## config.mk

```make
export PLATFORM = sky130hd
export DESIGN_NAME = gpio_and_scan_sequencer_regs
export DESIGN_NICKNAME = d
export VERILOG_FILES = /design/src/common/scan_regs_pkg.sv /design/src/core/i2c_reg_port.sv /design/src/core/gpio_and_scan_sequencer_regs.sv
export SDC_FILE = /design/constraint.sdc
export NUM_CORES = 1
export LEC_CHECK = 0
export ABC_AREA = 1
export BUFFER_PORTS_ARGS = -buffer_cell sky130_fd_sc_hd__buf_2
export CAP_MARGIN = 20
export CORE_ASPECT_RATIO = 1.75
export CORE_MARGIN = 2
export CORE_UTILIZATION = 52
export CTS_CLUSTER_SIZE = 8
export DETAILED_ROUTE_END_ITERATION = 10
export HOLD_SLACK_MARGIN = 0.1
export PLACE_DENSITY = 0.7
export SLEW_MARGIN = 5
export SYNTH_ARGS = -nofsm -noshare
export SYNTH_HDL_FRONTEND = slang
export SYNTH_HIERARCHICAL = 1
export SYNTH_SLANG_ARGS = --single-unit
```

## constraint.sdc

```tcl
create_clock -name i_sys_clk -period 3.2 [get_ports i_sys_clk]
set_input_delay 0.64 -clock i_sys_clk [delete_from_list [all_inputs] [get_ports i_sys_clk]]
set_output_delay 0.64 -clock i_sys_clk [all_outputs]
set_load 0.05 [all_outputs]
```

## src/common/scan_regs_pkg.sv

```systemverilog
// constants for the gpio and scan sequencer register bank
// assumes one 100 MHz clock and an i2c host on synchronous pin samples
// Notes on behaviour
// RULE1 - each drive-style bit makes its output open-drain when clear and push-pull when set.
// RULE2 - bit n of the output-level register drives digital output n to that logic level.
// RULE3 - the read-only input-level register returns the sampled level of each digital input.
// RULE4 - a set scan-run bit in automatic mode scans enabled channels upward from the lowest.
// RULE5 - writing the scan-run bit to zero stops the automatic scan.
// RULE6 - scan mode zero is manual, one is automatic, two and three are reserved.
// RULE7 - in manual mode the four-bit channel id names the channel for the next conversion.
// RULE8 - the host must not pick a digital-use channel for a manual conversion.
// RULE9 - reserved bits of scan control and channel pick read zero and ignore writes.
// RULE10 - reset clears every register of the bank to zero.
// RULE11 - automatic scanning includes channel n only when bit n of the scan mask is set.
// RULE12 - a clear function bit makes a channel analog, a set one makes it a digital pin.
// RULE13 - a clear direction bit makes a digital pin an input, a set one an output.
// RULE14 - channel ids zero to seven pick channels zero to seven, eight and above are reserved.
// RULE15 - drive style and output level act only on pins set up as digital outputs.
package scan_regs_pkg;
    localparam int NUM_CH = 8;
    localparam logic [7:0] OFS_PIN_FUNC = 8'h05;
    localparam logic [7:0] OFS_PIN_DIR = 8'h07;
    localparam logic [7:0] OFS_OUTPUT_DRIVE_TYPE = 8'h09;
    localparam logic [7:0] OFS_OUTPUT_LEVEL_SET = 8'h0b;
    localparam logic [7:0] OFS_INPUT_LEVEL_READBACK = 8'h0d;
    localparam logic [7:0] OFS_SCAN_CONTROL = 8'h10;
    localparam logic [7:0] OFS_MANUAL_CHANNEL_PICK = 8'h11;
    localparam logic [7:0] OFS_SCAN_CHANNEL_MASK = 8'h12;
    localparam logic [7:0] REG_RESET = 8'h00;
    localparam logic [7:0] SCAN_CTL_WMASK = 8'h13;
    localparam logic [7:0] CHAN_PICK_WMASK = 8'h0f;
    localparam int SCAN_RUN_BIT = 4;
    localparam int MODE_LSB = 0;
    localparam int MODE_MSB = 1;
    localparam logic [1:0] MODE_MANUAL = 2'h0;
    localparam logic [1:0] MODE_AUTO = 2'h1;
    localparam logic [3:0] CH_ID_LIMIT = 4'h8;
    localparam logic [3:0] BITS_PER_BYTE = 4'h8;
    // arbitrary default bus address
    localparam logic [6:0] DEV_ADDR_DEFAULT = 7'h2a;
endpackage

```

## src/core/i2c_reg_port.sv

```systemverilog
// i2c target that turns bus transfers into register writes and reads
// assumes scl and sda are already synchronous to the clock
module i2c_reg_port #(
    parameter logic [6:0] DEV_ADDR = scan_regs_pkg::DEV_ADDR_DEFAULT
) (
    // clock and reset
    input wire logic i_sys_clk,
    input wire logic i_rst_n,
    // bus pins
    input wire logic i_scl,
    input wire logic i_sda,
    output logic o_sda_oe,
    // register side
    input wire logic [7:0] i_rd_data,
    output logic [7:0] o_ptr,
    output logic [7:0] o_wdata,
    output logic o_wr
);
    import scan_regs_pkg::*;

    typedef enum logic [2:0] {PH_IDLE, PH_ADDR, PH_REG, PH_WR, PH_RD} phase_t;
    typedef struct packed {
        phase_t phase;
        logic [3:0] cnt;
        logic in_ack;
        logic [7:0] sh;
        logic [7:0] tx;
        logic [7:0] ptr;
        logic oe;
        logic wr;
        logic scl_d;
        logic sda_d;
    } port_t;

    port_t s;
    port_t next_s;
    logic rise;
    logic fall;
    logic start_c;
    logic stop_c;

    assign rise = i_scl & ~s.scl_d;
    assign fall = ~i_scl & s.scl_d;
    assign start_c = i_scl & s.scl_d & s.sda_d & ~i_sda;
    assign stop_c = i_scl & s.scl_d & ~s.sda_d & i_sda;

    always_comb begin
        next_s = s;
        next_s.scl_d = i_scl;
        next_s.sda_d = i_sda;
        next_s.wr = 1'b0;
        if (start_c) begin
            next_s.phase = PH_ADDR;
            next_s.cnt = 4'h0;
            next_s.in_ack = 1'b0;
            next_s.oe = 1'b0;
        end else if (stop_c) begin
            next_s.phase = PH_IDLE;
            next_s.in_ack = 1'b0;
            next_s.oe = 1'b0;
        end else begin
            case (s.phase)
                PH_ADDR, PH_REG, PH_WR: begin
                    if (rise && !s.in_ack && s.cnt < BITS_PER_BYTE) begin
                        next_s.sh = {s.sh[6:0], i_sda};
                        next_s.cnt = s.cnt + 4'h1;
                    end else if (fall && !s.in_ack && s.cnt == BITS_PER_BYTE) begin
                        if (s.phase == PH_ADDR && s.sh[7:1] != DEV_ADDR) begin
                            next_s.phase = PH_IDLE;
                        end else begin
                            next_s.oe = 1'b1;
                            next_s.in_ack = 1'b1;
                            next_s.wr = (s.phase == PH_WR);
                        end
                    end else if (fall && s.in_ack) begin
                        next_s.oe = 1'b0;
                        next_s.in_ack = 1'b0;
                        next_s.cnt = 4'h0;
                        if (s.phase == PH_ADDR) begin
                            if (s.sh[0]) begin
                                next_s.phase = PH_RD;
                                next_s.tx = i_rd_data;
                                next_s.oe = ~i_rd_data[7];
                            end else begin
                                next_s.phase = PH_REG;
                            end
                        end else if (s.phase == PH_REG) begin
                            next_s.ptr = s.sh;
                            next_s.phase = PH_WR;
                        end else begin
                            next_s.ptr = s.ptr + 8'h01;
                        end
                    end
                end
                PH_RD: begin
                    if (rise && !s.in_ack && s.cnt < BITS_PER_BYTE) begin
                        next_s.cnt = s.cnt + 4'h1;
                    end else if (fall && !s.in_ack) begin
                        if (s.cnt == BITS_PER_BYTE) begin
                            next_s.oe = 1'b0;
                            next_s.in_ack = 1'b1;
                        end else begin
                            next_s.tx = {s.tx[6:0], 1'b0};
                            next_s.oe = ~s.tx[6];
                        end
                    end else if (rise && s.in_ack) begin
                        if (i_sda) begin
                            next_s.phase = PH_IDLE;
                        end else begin
                            next_s.ptr = s.ptr + 8'h01;
                        end
                    end else if (fall && s.in_ack) begin
                        next_s.in_ack = 1'b0;
                        next_s.cnt = 4'h0;
                        next_s.tx = i_rd_data;
                        next_s.oe = ~i_rd_data[7];
                    end
                end
                default: begin
                end
            endcase
        end
    end

    always_ff @(posedge i_sys_clk or negedge i_rst_n) begin
        if (!i_rst_n) begin
            s <= '{phase: PH_IDLE, default: '0};
            s.scl_d <= 1'b1;
            s.sda_d <= 1'b1;
        end else begin
            s <= next_s;
        end
    end

    assign o_sda_oe = s.oe;
    assign o_ptr = s.ptr;
    assign o_wdata = s.sh;
    assign o_wr = s.wr;
endmodule // i2c_reg_port

```

## src/core/gpio_and_scan_sequencer_regs.sv

```systemverilog
// register bank for gpio drive, input readback and channel scan sequencing
// assumes synchronous pin samples and a converter that pulses i_conv_done
module gpio_and_scan_sequencer_regs #(
    parameter logic [6:0] DEV_ADDR = scan_regs_pkg::DEV_ADDR_DEFAULT
) (
    // clock and reset
    input wire logic i_sys_clk,
    input wire logic i_rst_n,
    // i2c pins
    input wire logic i_scl,
    input wire logic i_sda,
    output logic o_sda_out,
    output logic o_sda_oe,
    // channel pins
    input wire logic [scan_regs_pkg::NUM_CH-1:0] i_ch_in,
    output logic [scan_regs_pkg::NUM_CH-1:0] o_ch_out,
    output logic [scan_regs_pkg::NUM_CH-1:0] o_ch_oe,
    // converter side
    input wire logic i_conv_done,
    output logic [3:0] o_conv_channel,
    output logic o_conv_valid,
    output logic o_scan_active
);
    import scan_regs_pkg::*;

    typedef struct packed {
        logic [7:0] pin_func;
        logic [7:0] pin_dir;
        logic [7:0] output_drive_type;
        logic [7:0] output_level_set;
        logic [7:0] input_level_readback;
        logic [7:0] scan_control;
        logic [7:0] manual_channel_pick;
        logic [7:0] scan_channel_mask;
        logic scanning;
        logic [3:0] conv_ch;
        logic conv_valid;
        logic [7:0] ch_out;
        logic [7:0] ch_oe;
    } bank_t;

    bank_t r;
    bank_t next_r;
    logic [7:0] ptr;
    logic [7:0] wdata;
    logic wr;
    logic [7:0] rd_data;
    logic [7:0] scan_en;
    logic [7:0] dig_out;
    logic [1:0] mode;
    logic [3:0] man_id;

    function automatic logic [2:0] first_set(input logic [7:0] v);
        logic [2:0] idx;
        idx = 3'h0;
        for (int i = NUM_CH - 1; i >= 0; i--) begin
            if (v[i]) idx = 3'(i);
        end
        return idx;
    endfunction

    function automatic logic [2:0] next_set(input logic [7:0] v, input logic [2:0] cur);
        logic [2:0] idx;
        logic hit;
        idx = first_set(v);
        hit = 1'b0;
        for (int i = 0; i < NUM_CH; i++) begin
            if (!hit && v[i] && 3'(i) > cur) begin
                idx = 3'(i);
                hit = 1'b1;
            end
        end
        return idx;
    endfunction

    i2c_reg_port #(
        .DEV_ADDR(DEV_ADDR)
    ) u_port (
        .i_sys_clk(i_sys_clk),
        .i_rst_n(i_rst_n),
        .i_scl(i_scl),
        .i_sda(i_sda),
        .o_sda_oe(o_sda_oe),
        .i_rd_data(rd_data),
        .o_ptr(ptr),
        .o_wdata(wdata),
        .o_wr(wr)
    );

    assign o_sda_out = 1'b0;
    assign scan_en = r.scan_channel_mask & ~r.pin_func; // see RULE11
    assign dig_out = r.pin_func & r.pin_dir; // see RULE12 see RULE13
    assign mode = r.scan_control[MODE_MSB:MODE_LSB];
    assign man_id = r.manual_channel_pick[3:0];

    always_comb begin
        if (ptr == OFS_PIN_FUNC) begin
            rd_data = r.pin_func;
        end else if (ptr == OFS_PIN_DIR) begin
            rd_data = r.pin_dir;
        end else if (ptr == OFS_OUTPUT_DRIVE_TYPE) begin
            rd_data = r.output_drive_type;
        end else if (ptr == OFS_OUTPUT_LEVEL_SET) begin
            rd_data = r.output_level_set;
        end else if (ptr == OFS_INPUT_LEVEL_READBACK) begin
            rd_data = r.input_level_readback; // see RULE3
        end else if (ptr == OFS_SCAN_CONTROL) begin
            rd_data = r.scan_control;
        end else if (ptr == OFS_MANUAL_CHANNEL_PICK) begin
            rd_data = r.manual_channel_pick;
        end else if (ptr == OFS_SCAN_CHANNEL_MASK) begin
            rd_data = r.scan_channel_mask;
        end else begin
            rd_data = 8'h00;
        end
    end

    always_comb begin
        next_r = r;
        if (wr) begin
            if (ptr == OFS_PIN_FUNC) begin
                next_r.pin_func = wdata;
            end else if (ptr == OFS_PIN_DIR) begin
                next_r.pin_dir = wdata;
            end else if (ptr == OFS_OUTPUT_DRIVE_TYPE) begin
                next_r.output_drive_type = wdata;
            end else if (ptr == OFS_OUTPUT_LEVEL_SET) begin
                next_r.output_level_set = wdata;
            end else if (ptr == OFS_SCAN_CONTROL) begin
                next_r.scan_control = wdata & SCAN_CTL_WMASK; // see RULE9
            end else if (ptr == OFS_MANUAL_CHANNEL_PICK) begin
                next_r.manual_channel_pick = wdata & CHAN_PICK_WMASK; // see RULE9
            end else if (ptr == OFS_SCAN_CHANNEL_MASK) begin
                next_r.scan_channel_mask = wdata;
            end
        end
        // digital inputs only; other channels read low
        next_r.input_level_readback = i_ch_in & r.pin_func & ~r.pin_dir; // see RULE3
        for (int n = 0; n < NUM_CH; n++) begin
            if (!dig_out[n]) begin
                next_r.ch_oe[n] = 1'b0; // see RULE15
                next_r.ch_out[n] = 1'b0;
            end else if (r.output_drive_type[n]) begin
                next_r.ch_oe[n] = 1'b1; // see RULE1
                next_r.ch_out[n] = r.output_level_set[n]; // see RULE2
            end else begin
                next_r.ch_oe[n] = ~r.output_level_set[n]; // see RULE1 see RULE2
                next_r.ch_out[n] = 1'b0;
            end
        end
        case (mode) // see RULE6
            MODE_MANUAL: begin
                next_r.scanning = 1'b0;
                next_r.conv_ch = man_id; // see RULE7
                next_r.conv_valid = (man_id < CH_ID_LIMIT) && !r.pin_func[man_id[2:0]]; // see RULE14
            end
            MODE_AUTO: begin
                if (!r.scan_control[SCAN_RUN_BIT]) begin
                    next_r.scanning = 1'b0; // see RULE5
                    next_r.conv_valid = 1'b0;
                end else if (!r.scanning) begin
                    next_r.scanning = 1'b1;
                    next_r.conv_ch = {1'b0, first_set(scan_en)}; // see RULE4
                    next_r.conv_valid = |scan_en;
                end else if (i_conv_done) begin
                    next_r.conv_ch = {1'b0, next_set(scan_en, r.conv_ch[2:0])}; // see RULE4
                    next_r.conv_valid = |scan_en;
                end
            end
            default: begin
                next_r.scanning = 1'b0;
                next_r.conv_valid = 1'b0;
            end
        endcase
    end

    always_ff @(posedge i_sys_clk or negedge i_rst_n) begin
        if (!i_rst_n) begin
            r <= '0; // see RULE10
        end else begin
            r <= next_r;
        end
    end

    assign o_ch_out = r.ch_out;
    assign o_ch_oe = r.ch_oe;
    assign o_conv_channel = r.conv_ch;
    assign o_conv_valid = r.conv_valid;
    assign o_scan_active = r.scanning;
endmodule // gpio_and_scan_sequencer_regs

```

## Word level (Yosys, flattened, before mapping)

Cells that the tools add are included.

- Register bits: 112
- Bits of input ports: 13
- Output and inout bits: 24
- Logic and storage cells: 332

- $add $sub $neg: 2
- Magnitude comparators: 11
- Equal/unequal tests: 49
- Muxes and demuxes: 158
- Bitwise operators: 35
- Reduce and logical (&&, ||, !) cells: 54

Operator list:

| cell | count |
|---|---|
| 8-bit 2-to-1 mux | 15 |
| 1-bit 2-to-1 mux | 91 |
| 3-bit 2-to-1 mux | 26 |
| 7-bit 2-to-1 mux | 7 |
| 8-bit bitwise AND | 4 |
| 16-bit 2-to-1 mux | 2 |
| 16-bit case mux with 2 select lines | 1 |
| 4-bit by 2-bit inequality test with 1-bit output, second input constant | 7 |
| 8-bit by 4-bit == test with 1-bit output, second input constant | 3 |
| 8-bit by 5-bit == test with 1-bit output, second input constant | 3 |
| 1-bit logical AND | 23 |
| 1-bit NOT | 22 |
| 7-bit AND reduction | 3 |
| 4-bit 2-to-1 mux | 5 |
| 5-bit 2-to-1 mux | 4 |
| 17-bit 2-to-1 mux | 1 |
| 8-bit by 3-bit == test with 1-bit output, second input constant | 2 |
| 8-bit NOT | 2 |
| 8-bit case mux with 2 select lines | 1 |
| 8-bit AND reduction | 2 |
| 15-bit 2-to-1 mux | 1 |
| 5-bit by 3-bit inequality test with 1-bit output, second input constant | 3 |
| 2-bit inequality test, second input constant | 7 |
| 3-bit > comparator, first input constant | 4 |
| other kinds (41) | 70 |

## Depth between registers and ports, before layout

Gate-level depths: netlist of run 1.

- Depth after elaboration: 64
- Mapped depth: 16
- Depth with buffers taken out: 16

## Cells and area by module

Netlist of run 1, hierarchy kept.

Modules (own cells, without submodules):

| module | times used | cells each | area each (µm²) |
|---|---|---|---|
| gpio_and_scan_sequencer_regs | 1 | 509 | 3,928.8 |
| i2c_reg_port | 1 | 322 | 2,338.5 |

## Least setup slack after synthesis of run 1

Ideal clock, no wire load.

- Kind: flip-flop to flip-flop
- Start: reg u_port.s (netlist bit u_port/o_ptr[3])
- End: reg u_port.s (netlist bit u_port/o_sda_oe)
- Library setup time: 0.076 ns
- Arrival time: 1.867 ns
- Data required time: 3.124 ns
- Slack: 1.257 ns
- Stages on the path, launching flop included: 17
- Path buffers: 1
- Cells stage by stage: dfrtp_1 buf_4 inv_1 nor2_1 inv_1 nor3_1 nand2_1 inv_1 a221oi_1 nand4_1 nor2_1 nand2_1 nand2_1 nand2_1 nand2_1 nand2_1 o21ai_1

- Cells in the longest elaborated chain, start to end: 18
- Elaborated cells on any way between the ends: 29

Ends and longest elaborated chain:

| element | RTL line | text |
|---|---|---|
| start: declaration | i2c_reg_port.sv:35 | `port_t s;` |
| start signal: assignment | i2c_reg_port.sv:131 | `s <= next_s;` |
| 8-bit by 5-bit == test with 1-bit output | gpio_and_scan_sequencer_regs.sv:111 | `end else if (ptr == OFS_SCAN_CHANNEL_MASK) begin` |
| 8-bit 2-to-1 mux | gpio_and_scan_sequencer_regs.sv:111 |  |
| 8-bit 2-to-1 mux | gpio_and_scan_sequencer_regs.sv:109 | `end else if (ptr == OFS_MANUAL_CHANNEL_PICK) begin` |
| 8-bit 2-to-1 mux | gpio_and_scan_sequencer_regs.sv:107 | `end else if (ptr == OFS_SCAN_CONTROL) begin` |
| 8-bit 2-to-1 mux | gpio_and_scan_sequencer_regs.sv:105 | `end else if (ptr == OFS_INPUT_LEVEL_READBACK) begin` |
| 8-bit 2-to-1 mux | gpio_and_scan_sequencer_regs.sv:103 | `end else if (ptr == OFS_OUTPUT_LEVEL_SET) begin` |
| 8-bit 2-to-1 mux | gpio_and_scan_sequencer_regs.sv:101 | `end else if (ptr == OFS_OUTPUT_DRIVE_TYPE) begin` |
| 8-bit 2-to-1 mux | gpio_and_scan_sequencer_regs.sv:99 | `end else if (ptr == OFS_PIN_DIR) begin` |
| (+1 left out) | - |  |
| net rd_data[7] | gpio_and_scan_sequencer_regs.sv:47 | `logic [7:0] rd_data;` |
| (+1 left out) | - |  |
| 1-bit 2-to-1 mux | i2c_reg_port.sv:80 | `if (s.sh[0]) begin` |
| 1-bit 2-to-1 mux | i2c_reg_port.sv:79 | `if (s.phase == PH_ADDR) begin` |
| 16-bit 2-to-1 mux | i2c_reg_port.sv:75 | `end else if (fall && s.in_ack) begin` |
| 1-bit 2-to-1 mux | i2c_reg_port.sv:67 | `end else if (fall && !s.in_ack && s.cnt == BITS_PER_BYTE) begin` |
| 17-bit 2-to-1 mux | i2c_reg_port.sv:64 | `if (rise && !s.in_ack && s.cnt < BITS_PER_BYTE) begin` |
| 16-bit case mux with 2 select lines (*) | i2c_reg_port.sv:62 | `case (s.phase)` |
| 1-bit 2-to-1 mux (*) | i2c_reg_port.sv:57 | `end else if (stop_c) begin` |
| 1-bit 2-to-1 mux (*) | i2c_reg_port.sv:52 | `if (start_c) begin` |

Mark *: on every way through the listed nets, which the timed path passes. The rest lies on a longest branch. The select of a mux whose other input is x is not followed.
A chain may end at the register's enable or synchronous reset.

## Final worst setup path of run 1

- Start: reg u_port.s (netlist bit u_port/o_ptr[1])
- End: reg u_port/s[14] (netlist name)

- Cells in the longest elaborated chain, start to end: 15
- Elaborated cells on any way between the ends: 26

Ends and longest elaborated chain:

| element | RTL line | text |
|---|---|---|
| 8-bit by 5-bit == test with 1-bit output | gpio_and_scan_sequencer_regs.sv:111 |  |
| 8-bit 2-to-1 mux | gpio_and_scan_sequencer_regs.sv:111 |  |
| 8-bit 2-to-1 mux | gpio_and_scan_sequencer_regs.sv:109 |  |
| 8-bit 2-to-1 mux | gpio_and_scan_sequencer_regs.sv:107 |  |
| 8-bit 2-to-1 mux | gpio_and_scan_sequencer_regs.sv:105 |  |
| 8-bit 2-to-1 mux | gpio_and_scan_sequencer_regs.sv:103 |  |
| 8-bit 2-to-1 mux | gpio_and_scan_sequencer_regs.sv:101 |  |
| 8-bit 2-to-1 mux | gpio_and_scan_sequencer_regs.sv:99 |  |
| 8-bit 2-to-1 mux (*) | gpio_and_scan_sequencer_regs.sv:97 | `if (ptr == OFS_PIN_FUNC) begin` |
| net rd_data[2] | gpio_and_scan_sequencer_regs.sv:47 |  |
| 7-bit 2-to-1 mux | i2c_reg_port.sv:80 |  |
| 7-bit 2-to-1 mux | i2c_reg_port.sv:79 |  |
| 16-bit 2-to-1 mux | i2c_reg_port.sv:75 |  |
| 15-bit 2-to-1 mux | i2c_reg_port.sv:67 |  |
| 17-bit 2-to-1 mux | i2c_reg_port.sv:64 |  |
| 16-bit case mux with 2 select lines (*) | i2c_reg_port.sv:62 |  |

Marks and branches as above.

==> summary.txt, run 1 <==
CTS
  – PostCTS Resize Cnt: 0
  – H-tree depth: 3
  – Root Buffer: clkbuf_16
  – CTS tree: done
  – Post-CTS setup buffer count: 0
  – Num Clock Sinks: 112
  – # hold bufs at CTS: 0
  – CTS buffer count: 9
  – Skew-Pair Late Insertion Delay: 0.36 ns
  – Max Root-Sink Buffers: 2
  – CTS clk-pin slew, worst paths: 0.08 ns

Place
  – Post-DP HPWL: 12.4 mm
  – IO buf count: 35
  – Placer Congestion: 0.915
  – DP Worst Slack: 0.991 ns

Die
  – Initial Utilization: 52.8%
  – Core area: 11900 um2
  – Die area: 13000 um2
  – Die W: 87.0 um
  – Top Ports: 37
  – Site row count: 53
  – Die Height: 149 um

Timing
  – Fmax: 436 MHz
  – TNS Setup: 0 ns
  – Final Worst Setup Slack: 0.905 ns
  – Final period util: 71.7%
  – Post-layout min period: 2.29 ns
  – Skew final: 0.0103 ns
  – RSZ-0062 raised after global routing: no
  – Final hold violations: 0
  – Worst Max-Slew Pin Slew: 0.617 ns
  – Max Slew Vio Count: 0
  – Worst slew margin: 58.9%
  – Setup violators final: 0

Logic synthesis
  – Synth cell count leaders: 256 x nand2_1, 110 x dfrtp_1, 83 x inv_1
  – Warnings, synthesis: 6
  – Dominant synthesized flop cell: dfrtp_1
  – Syn avg cell area: 7.54 um2
  – Synth top area cells: dfrtp_1 44%, nand2_1 15%, o21ai_0 5.7%, inv_1 5.0%, buf_4 4.4%
  – Mapped Cells: 831
  – Post-synthesis cell area: 6270 um2
  – Most frequent cell after synthesis: nand2_1
  – Number of library cell types mapped by synthesis: 41
  – Leading area contributor after synthesis: dfrtp_1
  – EDFF count, synth: 0
  – Synth async-reset ratio: 100%
  – Yosys top cell area share: 43.9%
  – Post-Syn Nets: 847
  – #FFs+latches synth: 112
  – Register area share after synthesis: 44.8%

Worst setup path
  – Arrival time worst endpoint: 2.55 ns
  – Critical Path End Type: register
  – Startpoint Class: register
  – Critical Path Fanout Max: 7
  – Worst endpoint required time: 3.45 ns
  – Setup CP Type: register to register

Worst hold path
  – Hold/Removal Path Class: primary input to async pin

Cells and area
  – Area of the multi-input gates: 2760 um2
  – FILL cells: 1150
  – Share of post-route cells with drive strength above 1: 13.7%
  – Nets@finish: 848
  – P&R area growth vs syn: 5.55%
  – Number of diodes: 0
  – Sequential Area: 2810 um2

Drt
  – Final WL: 16.3 mm
  – Pre-Repair DR Iteration Count: 6
  – 1st-iter DRT viols: 425
  – Number of vias per cell: 5.60
  – DRT antenna net count: 0
  – Via count: 5451
  – WL/cell: 16.7 um
  – # DRC: 0

Power and ir drop
  – Pleak: 0.00336 uW
  – Power Density: 644 nW/um2
  – Peak VDD IR: 600 uV

Global route
  – First-pass GRT wire length: 26.2 mm
  – Largest net degree at the start of global routing: 66
  – Vias in the first global route: 5335
  – Congestion Overflow GR: 0
  – Initial antenna violation count: 0
  – GRT Overall Usage: 26.5%

Job
  – Max Cap Viol: 0

Outcome
  – Status: finished clean
## flip-flops by register name (all words and copies together) (netlist names)
register,cells
o_ch_oe,8
u_port/o_wdata,8
o_conv_valid,1
u_port/o_sda_oe,1
u_port/s,17
u_port/o_ptr,8
mode,2
r,49
u_port/o_wr,1
o_ch_out,8
o_scan_active,1
man_id,4
o_conv_channel,4
## layout make-up
type                            count  area share (%)
Timing Repair Buffer               36            2.99
Sequential cell                   112            42.4
Multi-Input combinational cell    579            41.8
Clock buffer                        9            3.40
Inverter                           94            5.41
Tap cell                          137            2.59
Clock inverter                      7            1.44
## placed cells by master, fill, tap and decap left out, types with 10 or more instances in the layout
| cell | n |
|---|---|
| nand2_1 | 256 |
| buf_2 | 34 |
| nor2_1 | 68 |
| inv_1 | 83 |
| a21oi_1 | 37 |
| nand3_1 | 39 |
| o21ai_0 | 71 |
| dfrtp_1 | 110 |
| inv_2 | 10 |
| nor3_1 | 11 |
| nand2_2 | 16 |
| o21ai_1 | 15 |
## power breakdown
part / internal (uW) / leakage [uW] / switching, uW
Clock: 634 / 0.000158 / 571
Sequential: 1560 / 0.00152 / 162
Combinational: 382 / 0.00168 / 951
## kinds of logic (layout without fill, tap and decap cells)
family / after synthesis / in the layout / share of synthesized area [%]
xor+xnor: 3 / 3 / 0.419
other cells: 1 / 1 / 0.0598
flops: 112 / 112 / 44.8
simple gates: 426 / 426 / 30.1
fa+ha+maj: 3 / 3 / 0.599
compound gates: 146 / 146 / 12.9
buf+inv: 140 / 146 / 11.2
## worst max-delay path: stages (launching register included)
cell and delay (ns):
dfrtp_1 0.47, inv_1 0.15, nand2_2 0.13, nor3_1 0.39, inv_1 0.21, o21ai_0 0.20
o211ai_1 0.12, a21oi_1 0.13, nand3_1 0.12, nand3_1 0.10, nand2_1 0.05, nand3_1 0.07
nand2_1 0.05
## path summary, 6_finish.rpt
check | from | end | slack (ns) | cells after the start
min in group i_sys_clk | i_sda | u_port/s[0] | 0.40 | 1
worst max-delay path | u_port/o_ptr[1] | u_port/s[14] | 0.91 | 12
worst max register to register | u_port/o_ptr[1] | u_port/s[14] | 0.91 | 12
worst min-delay path | i_rst_n | o_ch_out[2] | 0.29 | 1
worst min register to register | r[76] | r[52] | 0.48 | 1
max in group asynchronous | i_rst_n | r[69] | 2.14 | 2
## through the flow
stage | hold WS (ns) | std cells | area [um2] | util, % | total power (uW)
after CTS | 0.313 | 974 | 6620 | 55.7 | 4270
after global routing | 0.345 | 974 | 6620 | 55.7 | 4510
after floorplan | 0.344 | 831 | 6270 | - | 2840
after detailed placement | 0.461 | 958 | 6290 | 53.0 | 3070
after global placement | 0.456 | 958 | 6290 | 53.0 | 3030
final | 0.286 | 974 | 6620 | 55.7 | 4260
## metal layers
metal	part of all wire [%]	global-route usage, %	up-vias	wire, um
met3	3.8	3.82	58	617
met5	0	0	-	0
met2	55	49.3	176	8940
met4	5.2	15.0	0	852
met1	36	27.3	2604	5890
li1	-	-	2613	-
No activity file was read; power rests on OpenSTA's default activity.
==> run 2, diff against run 1 <==
==> constraint.sdc (replaced) <==
create_clock -name i_sys_clk -period 2.26 [get_ports i_sys_clk]
set_input_delay 0.452 -clock i_sys_clk [delete_from_list [all_inputs] [get_ports i_sys_clk]]
set_output_delay 0.452 -clock i_sys_clk [all_outputs]
set_load 0.05 [all_outputs]
==> run 2 against run 1 <==
Against the previous run: worst setup slack got worse by 0.73 ns; sequential power up 44%; cell count up 0.62%; non-clock buffer count up 6; fmax rose by 10%; global-route usage increased by 0.15 points; largest cell class unchanged; largest power group unchanged.
==> summary.txt, run 2 (same netlist as run 1, synthesis figures left out) <==
Outcome
  – Status: finished clean

Global route
  – First-pass GRT wire length: 26.4 mm (+0.69%)
  – GRT Overall Usage: 26.6% (+0.15 points)
  – Congestion Overflow GR: 0 (unchanged)
  – Largest net degree at the start of global routing: 56 (-15%)
  – Initial antenna violation count: 0 (unchanged)
  – Vias in the first global route: 5397 (+1.2%)

Worst setup path
  – Slowest cell on crit path: dfrtp_1
  – Reg2reg end: man_id[2]
  – WP depth: 10 (-2)
  – Flop-to-flop setup slack: 0.18 ns (-0.73 ns)
  – Setup CP Type: register to register
  – Critical Path End Type: register
  – CP startpoint: u_port/o_ptr[5]
  – Worst path cell trace: nor2_2 > nand2_2 > nor2_4 > inv_2 > nor3_4 > inv_2 > nand2_2 > inv_2 > nand2_1 > o21ai_0
  – Worst endpoint required time: 2.49 ns (-0.96 ns)
  – Top cell by count, worst path: inv_2
  – Arrival time worst endpoint: 2.31 ns (-0.24 ns)
  – Setup crit end: man_id[2]
  – Crit path buffers/inverters: 3 (+1)
  – R2R Path Start: u_port/o_ptr[5]
  – Slowest stage delay, CP: 0.45 ns (-0.02 ns)
  – Critical Path Fanout Max: 8 (+1)
  – Reg2reg path depth: 10 (-2)
  – Startpoint Class: register
  – Delay-heaviest family, CP: simple AND/OR/NAND/NOR gates

Power and ir drop
  – Total design power: 6020 uW (+41%)
  – Power Density: 902 nW/um2 (+40%)
  – Pleak: 0.00339 uW (+0.77%)
  – Peak VDD IR: 918 uV (+53%)

Timing
  – Post-layout min period: 2.08 ns (-0.213 ns)
  – Worst slew margin: 64.7% (+5.9 points)
  – Worst Max-Slew Pin Slew: 0.528 ns (-0.0890 ns)
  – Final period util: 92.1% (+20 points)
  – Fmax: 480 MHz (+10%)
  – Max Slew Vio Count: 0 (unchanged)
  – Setup violators final: 0 (unchanged)
  – Skew final: 0.0100 ns (-0.000276 ns)
  – TNS Setup: 0 ns (unchanged)
  – Final hold violations: 0 (unchanged)
  – RSZ-0062 raised after global routing: no

Cells and area
  – Largest register FFs: 49 (unchanged)
  – Commonest cells after routing, fill and taps aside: 255 x nand2_1, 109 x dfrtp_1, 81 x inv_1, 71 x o21ai_0, 68 x nor2_1
  – Nets@finish: 854 (+0.71%)
  – Post-route cell area: 6680 um2 (+0.93%)
  – Number of diodes: 0 (unchanged)
  – P&R area growth vs syn: 6.53%
  – Commonest non-fill, non-tap cell in the layout: nand2_1
  – FILL cells: 1110 (-3.5%)
  – Share of post-route cells with drive strength above 1: 15.1% (+1.3 points)
  – Biggest regs: r x49, u_port/s x17
  – Top reg by flops: r

Drt
  – Pre-Repair DR Iteration Count: 5 (-1)
  – WL/cell: 16.8 um (+0.48%)
  – Final WL: 16.5 mm (+1.1%)
  – # DRC: 0 (unchanged)
  – Via count: 5529 (+1.4%)
  – Number of vias per cell: 5.64 (+0.81%)
  – 1st-iter DRT viols: 369 (-13%)
  – DRT antenna net count: 0 (unchanged)

CTS
  – Root Buffer: clkbuf_16
  – Num Clock Sinks: 112 (unchanged)
  – H-tree depth: 3 (unchanged)
  – CTS buffer count: 9 (unchanged)
  – CTS clk-pin slew, worst paths: 0.08 ns (about the same)
  – CTS tree: done
  – Skew-Pair Late Insertion Delay: 0.36 ns (about the same)
  – Post-CTS setup buffer count: 0 (unchanged)
  – Max Root-Sink Buffers: 2 (unchanged)

Place
  – Post-placement cell area: 6330 um2 (+0.60%)
  – Placer Congestion: 0.953 (+4.2%)
  – Post-DP HPWL: 12.7 mm (+1.9%)
  – IO buf count: 35 (unchanged)

Die
  – Site row count: 53 (unchanged)
  – Die W: 87.0 um (unchanged)
  – Die Height: 149 um (unchanged)
  – Top Ports: 37 (unchanged)
  – Initial Utilization: 52.8% (unchanged)
  – Core area: 11900 um2 (unchanged)
  – Die area: 13000 um2 (unchanged)

Worst hold path
  – Hold/Removal Path Class: primary input to register
  – Min-Delay Path Depth: 1

Job
  – Max Cap Viol: 0 (unchanged)
run 2: routing by layer:
layer,track usage (%),share of wire [%]
met1,26.8,35
met2,49.8,55
met3,3.87,3.7
met4,15.9,6.9
met5,0,0
run 2: repair_timing:
item	4_1_cts	5_1_grt
hold endpoints to repair	30	0
endpoints found under the setup margin	0	7
resized for setup	0	8
hold buffers	1	0
run 2: cell type report:
cell class	instances	area, um2	area share (%)
repair buffers	42	245	3.67
clock buffers	9	225	3.37
multi-input cells	579	2790	41.7
inverters	94	358	5.36
clock inverters	7	83.8	1.26
well taps	137	171	2.57
flip-flops and latches	112	2810	42.0
run 2: worst min-delay path by stage:
stage,start,slack [ns],endpoint
after CTS,i_sda,0.21,u_port/s[0]
after global placement,i_rst_n,0.42,o_ch_oe[0]
after global routing,i_sda,0.21,u_port/s[0]
final,i_sda,0.21,u_port/s[0]
after detailed placement,i_rst_n,0.42,o_ch_out[0]
after floorplan,i_rst_n,0.16,man_id[0]
run 2: power breakdown:
part | switching [uW] | total [uW] | internal, uW
Clock | 830 | 1630 | 796
Combinational | 1370 | 1930 | 555
Sequential | 254 | 2470 | 2210
Total | 2460 | 6020 | 3560
run 2: through the flow:
stage / cells / hold WS, ns / utilization, % / setup slack [ns]
after floorplan: 831 / 0.156 / - / 0.317
after global placement: 963 / 0.418 / 53.3 / 0.160
after detailed placement: 963 / 0.423 / 53.3 / 0.0839
after CTS: 980 / 0.208 / 56.0 / 0.0686
after global routing: 980 / 0.210 / 56.2 / 0.0295
final: 980 / 0.214 / 56.2 / 0.178
==> run 3, diff against run 2 <==
--- a/config.mk
+++ b/config.mk
@@ -11,10 +11,10 @@
 export CORE_ASPECT_RATIO = 1.75
 export CORE_MARGIN = 2
 export CORE_UTILIZATION = 52
-export CTS_CLUSTER_SIZE = 8
+export CTS_CLUSTER_SIZE = 12
 export DETAILED_ROUTE_END_ITERATION = 10
 export HOLD_SLACK_MARGIN = 0.1
-export PLACE_DENSITY = 0.7
+export PLACE_DENSITY_LB_ADDON = 0.2
 export SLEW_MARGIN = 5
 export SYNTH_ARGS = -nofsm -noshare
 export SYNTH_HDL_FRONTEND = slang
==> run 3 against run 2 <==
Against the previous run: first-iteration DRC count fell by 21%; total power down 0.36%; sequential share of layout area hardly changed; clock-buffer cell count is the same; cell count unchanged.
==> summary.txt, run 3 (same netlist as run 1, synthesis figures left out) <==
Cells and area
  – Top reg by flops: r
  – P&R area growth vs syn: 6.51% (about the same)
  – Post-route cell area: 6680 um2 (about the same)
  – Layout Cells excl Fill: 980 (unchanged)
  – FILL cells: 1130 (+1.8%)
  – Biggest regs: r x49, u_port/s x17
  – Nets@finish: 854 (unchanged)
  – Number of diodes: 0 (unchanged)
  – End-of-flow core utilization: 56.2% (about the same)
  – Commonest non-fill, non-tap cell in the layout: nand2_1
  – Largest register FFs: 49 (unchanged)
  – Share of post-route cells with drive strength above 1: 14.8% (-0.24 points)
  – Commonest cells after routing, fill and taps aside: 255 x nand2_1, 110 x dfrtp_1, 81 x inv_1, 71 x o21ai_0, 68 x nor2_1

Global route
  – Congestion Overflow GR: 0 (unchanged)
  – GRT Overall Usage: 26.7% (+0.041 points)
  – Vias in the first global route: 5380 (-0.31%)
  – Largest net degree at the start of global routing: 67 (+20%)
  – Initial antenna violation count: 0 (unchanged)
  – First-pass GRT wire length: 26.5 mm (+0.47%)

Worst setup path
  – Worst path cell trace: nor2_2 > nand2_2 > nor3_1 > nand2_1 > nand2_1 > a21oi_1 > o21ai_0 > o21ai_0 > nand2_1 > nand3_1 > nand2_1 > nand3_1 > nand2_1
  – Setup CP Type: register to register
  – Arrival time worst endpoint: 2.42 ns (+0.11 ns)
  – Top cell by count, worst path: nand2_1
  – Startpoint Class: register
  – Critical Path End Type: register
  – Worst endpoint required time: 2.56 ns (+0.07 ns)
  – Slowest stage delay, CP: 0.45 ns (about the same)
  – Critical Path Fanout Max: 6 (-2)
  – Slowest cell on crit path: dfrtp_1

Drt
  – Pre-Repair DR Iteration Count: 5 (unchanged)
  – 1st-iter DRT viols: 292 (-21%)
  – # DRC: 0 (unchanged)
  – DRT antenna net count: 0 (unchanged)
  – Final WL: 16.5 mm (about the same)
  – Via count: 5450 (-1.4%)
  – Number of vias per cell: 5.56 (-1.4%)
  – WL/cell: 16.8 um (about the same)

Timing
  – Max Slew Vio Count: 0 (unchanged)
  – Final hold violations: 0 (unchanged)
  – Final Worst Setup Slack: 0.145 ns (-0.0327 ns)
  – Skew final: 0.0116 ns (+0.00164 ns)
  – Worst Max-Slew Pin Slew: 0.527 ns (-0.00110 ns)
  – Worst slew margin: 64.8% (+0.074 points)
  – Setup violators final: 0 (unchanged)
  – TNS Setup: 0 ns (unchanged)
  – Post-layout min period: 2.12 ns (+0.0327 ns)
  – RSZ-0062 raised after global routing: no
  – Fmax: 473 MHz (-1.5%)
  – Final period util: 93.6% (+1.4 points)

Die
  – Die Height: 149 um (unchanged)
  – Site row count: 53 (unchanged)
  – Initial Utilization: 52.8% (unchanged)
  – Core area: 11900 um2 (unchanged)
  – Top Ports: 37 (unchanged)
  – Die area: 13000 um2 (unchanged)
  – Die W: 87.0 um (unchanged)

Power and ir drop
  – Switch Pwr: 2430 uW (-0.97%)
  – Peak VDD IR: 678 uV (-26%)
  – Internal power: 3570 uW (about the same)
  – Switch share: 40.6% (-0.25 points)
  – Sequential power share: 40.6% (-0.4 points)
  – Pleak: 0.00339 uW (about the same)
  – Clock power share: 27.0% (about the same)
  – Comb pwr share: 32.4% (+0.4 points)
  – Power Density: 899 nW/um2 (-0.34%)

CTS
  – H-tree depth: 3 (unchanged)
  – Skew-Pair Late Insertion Delay: 0.36 ns (about the same)
  – Root Buffer: clkbuf_16
  – CTS buffer count: 9 (unchanged)
  – Num Clock Sinks: 112 (unchanged)
  – CTS clk-pin slew, worst paths: 0.08 ns (about the same)
  – Post-CTS setup buffer count: 0 (unchanged)
  – CTS tree: done
  – Max Root-Sink Buffers: 2 (unchanged)

Place
  – DP Cell Count: 963 (unchanged)
  – DP Worst Slack: 0.0611 ns (-0.0228 ns)
  – Post-DP HPWL: 12.7 mm (+0.54%)
  – Post-placement cell area: 6330 um2 (unchanged)
  – IO buf count: 35 (unchanged)
  – Placer Congestion: 0.936 (-1.8%)

Job
  – Max Cap Viol: 0 (unchanged)

Outcome
  – Status: finished clean

Worst hold path
  – Hold/Removal Path Class: primary input to register
run 3: changes by cell type in the layout (fill, tap and decap cells not counted), sizes merged:
cell      before  now
clkinvlp       0    1
clkinv         4    3
run 3: per-layer routing:
metal	global-route usage, %	share of wire, %	up-vias
li1	-	-	2633
met1	27.2	36	2593
met2	49.7	55	163
met3	3.60	2.9	61
met4	16.0	5.8	0
met5	0	0	-
run 3: area by class of cell:
type | instances | area (um2) | area share (%)
inverters | 94 | 360 | 5.40
clock inverters | 7 | 85.1 | 1.27
well taps | 137 | 171 | 2.57
clock buffers | 9 | 225 | 3.37
flip-flops and latches | 112 | 2810 | 42.0
multi-input cells | 579 | 2780 | 41.7
repair buffers | 42 | 245 | 3.67
run 3: metrics by stage:
| step | hold slack, ns | power (uW) |
|---|---|---|
| after floorplan | 0.156 | 4030 |
| after global placement | 0.347 | 4330 |
| after detailed placement | 0.354 | 4380 |
| after CTS | 0.196 | 6010 |
| after global routing | 0.202 | 6370 |
| final | 0.210 | 6000 |
run 3: worst max-delay path, delay by kind of cell, from the launching register on:
kind / cells / cell delay, ns
AOI/OAI and AO/OA: 3 / 0.31
and+or+nand+nor: 10 / 1.30
DFF: 1 / 0.45
run 3: path summary, 6_finish.rpt:
check                                startpoint            to  slack, ns  depth (start not counted)
worst min-delay path                      i_sda   u_port/s[0]       0.21                          1
min in group asynchronous               i_rst_n         r[56]       0.52                          2
worst min register to register            r[77]         r[53]       0.48                          1
worst max-delay path            u_port/o_ptr[5]  u_port/s[13]       0.14                         13
max in group asynchronous               i_rst_n   u_port/s[1]       1.04                          3
worst max register to register  u_port/o_ptr[5]  u_port/s[13]       0.14                         13
run 3: repair_timing:
action | 4_1_cts | 5_1_grt
endpoints found under the setup margin | 0 | 7
gates resized for setup | 0 | 7
hold buffers | 1 | 0
endpoints found under the hold margin | 19 | 0
run 3: power by group through the flow:
stage	registers, uW	clock network [uW]	logic (uW)
after CTS	2430	1660	1920
final	2440	1620	1940
after global routing	2470	1720	2170
after floorplan	2430	0	1600
after global placement	2460	0	1860
after detailed placement	2470	0	1910
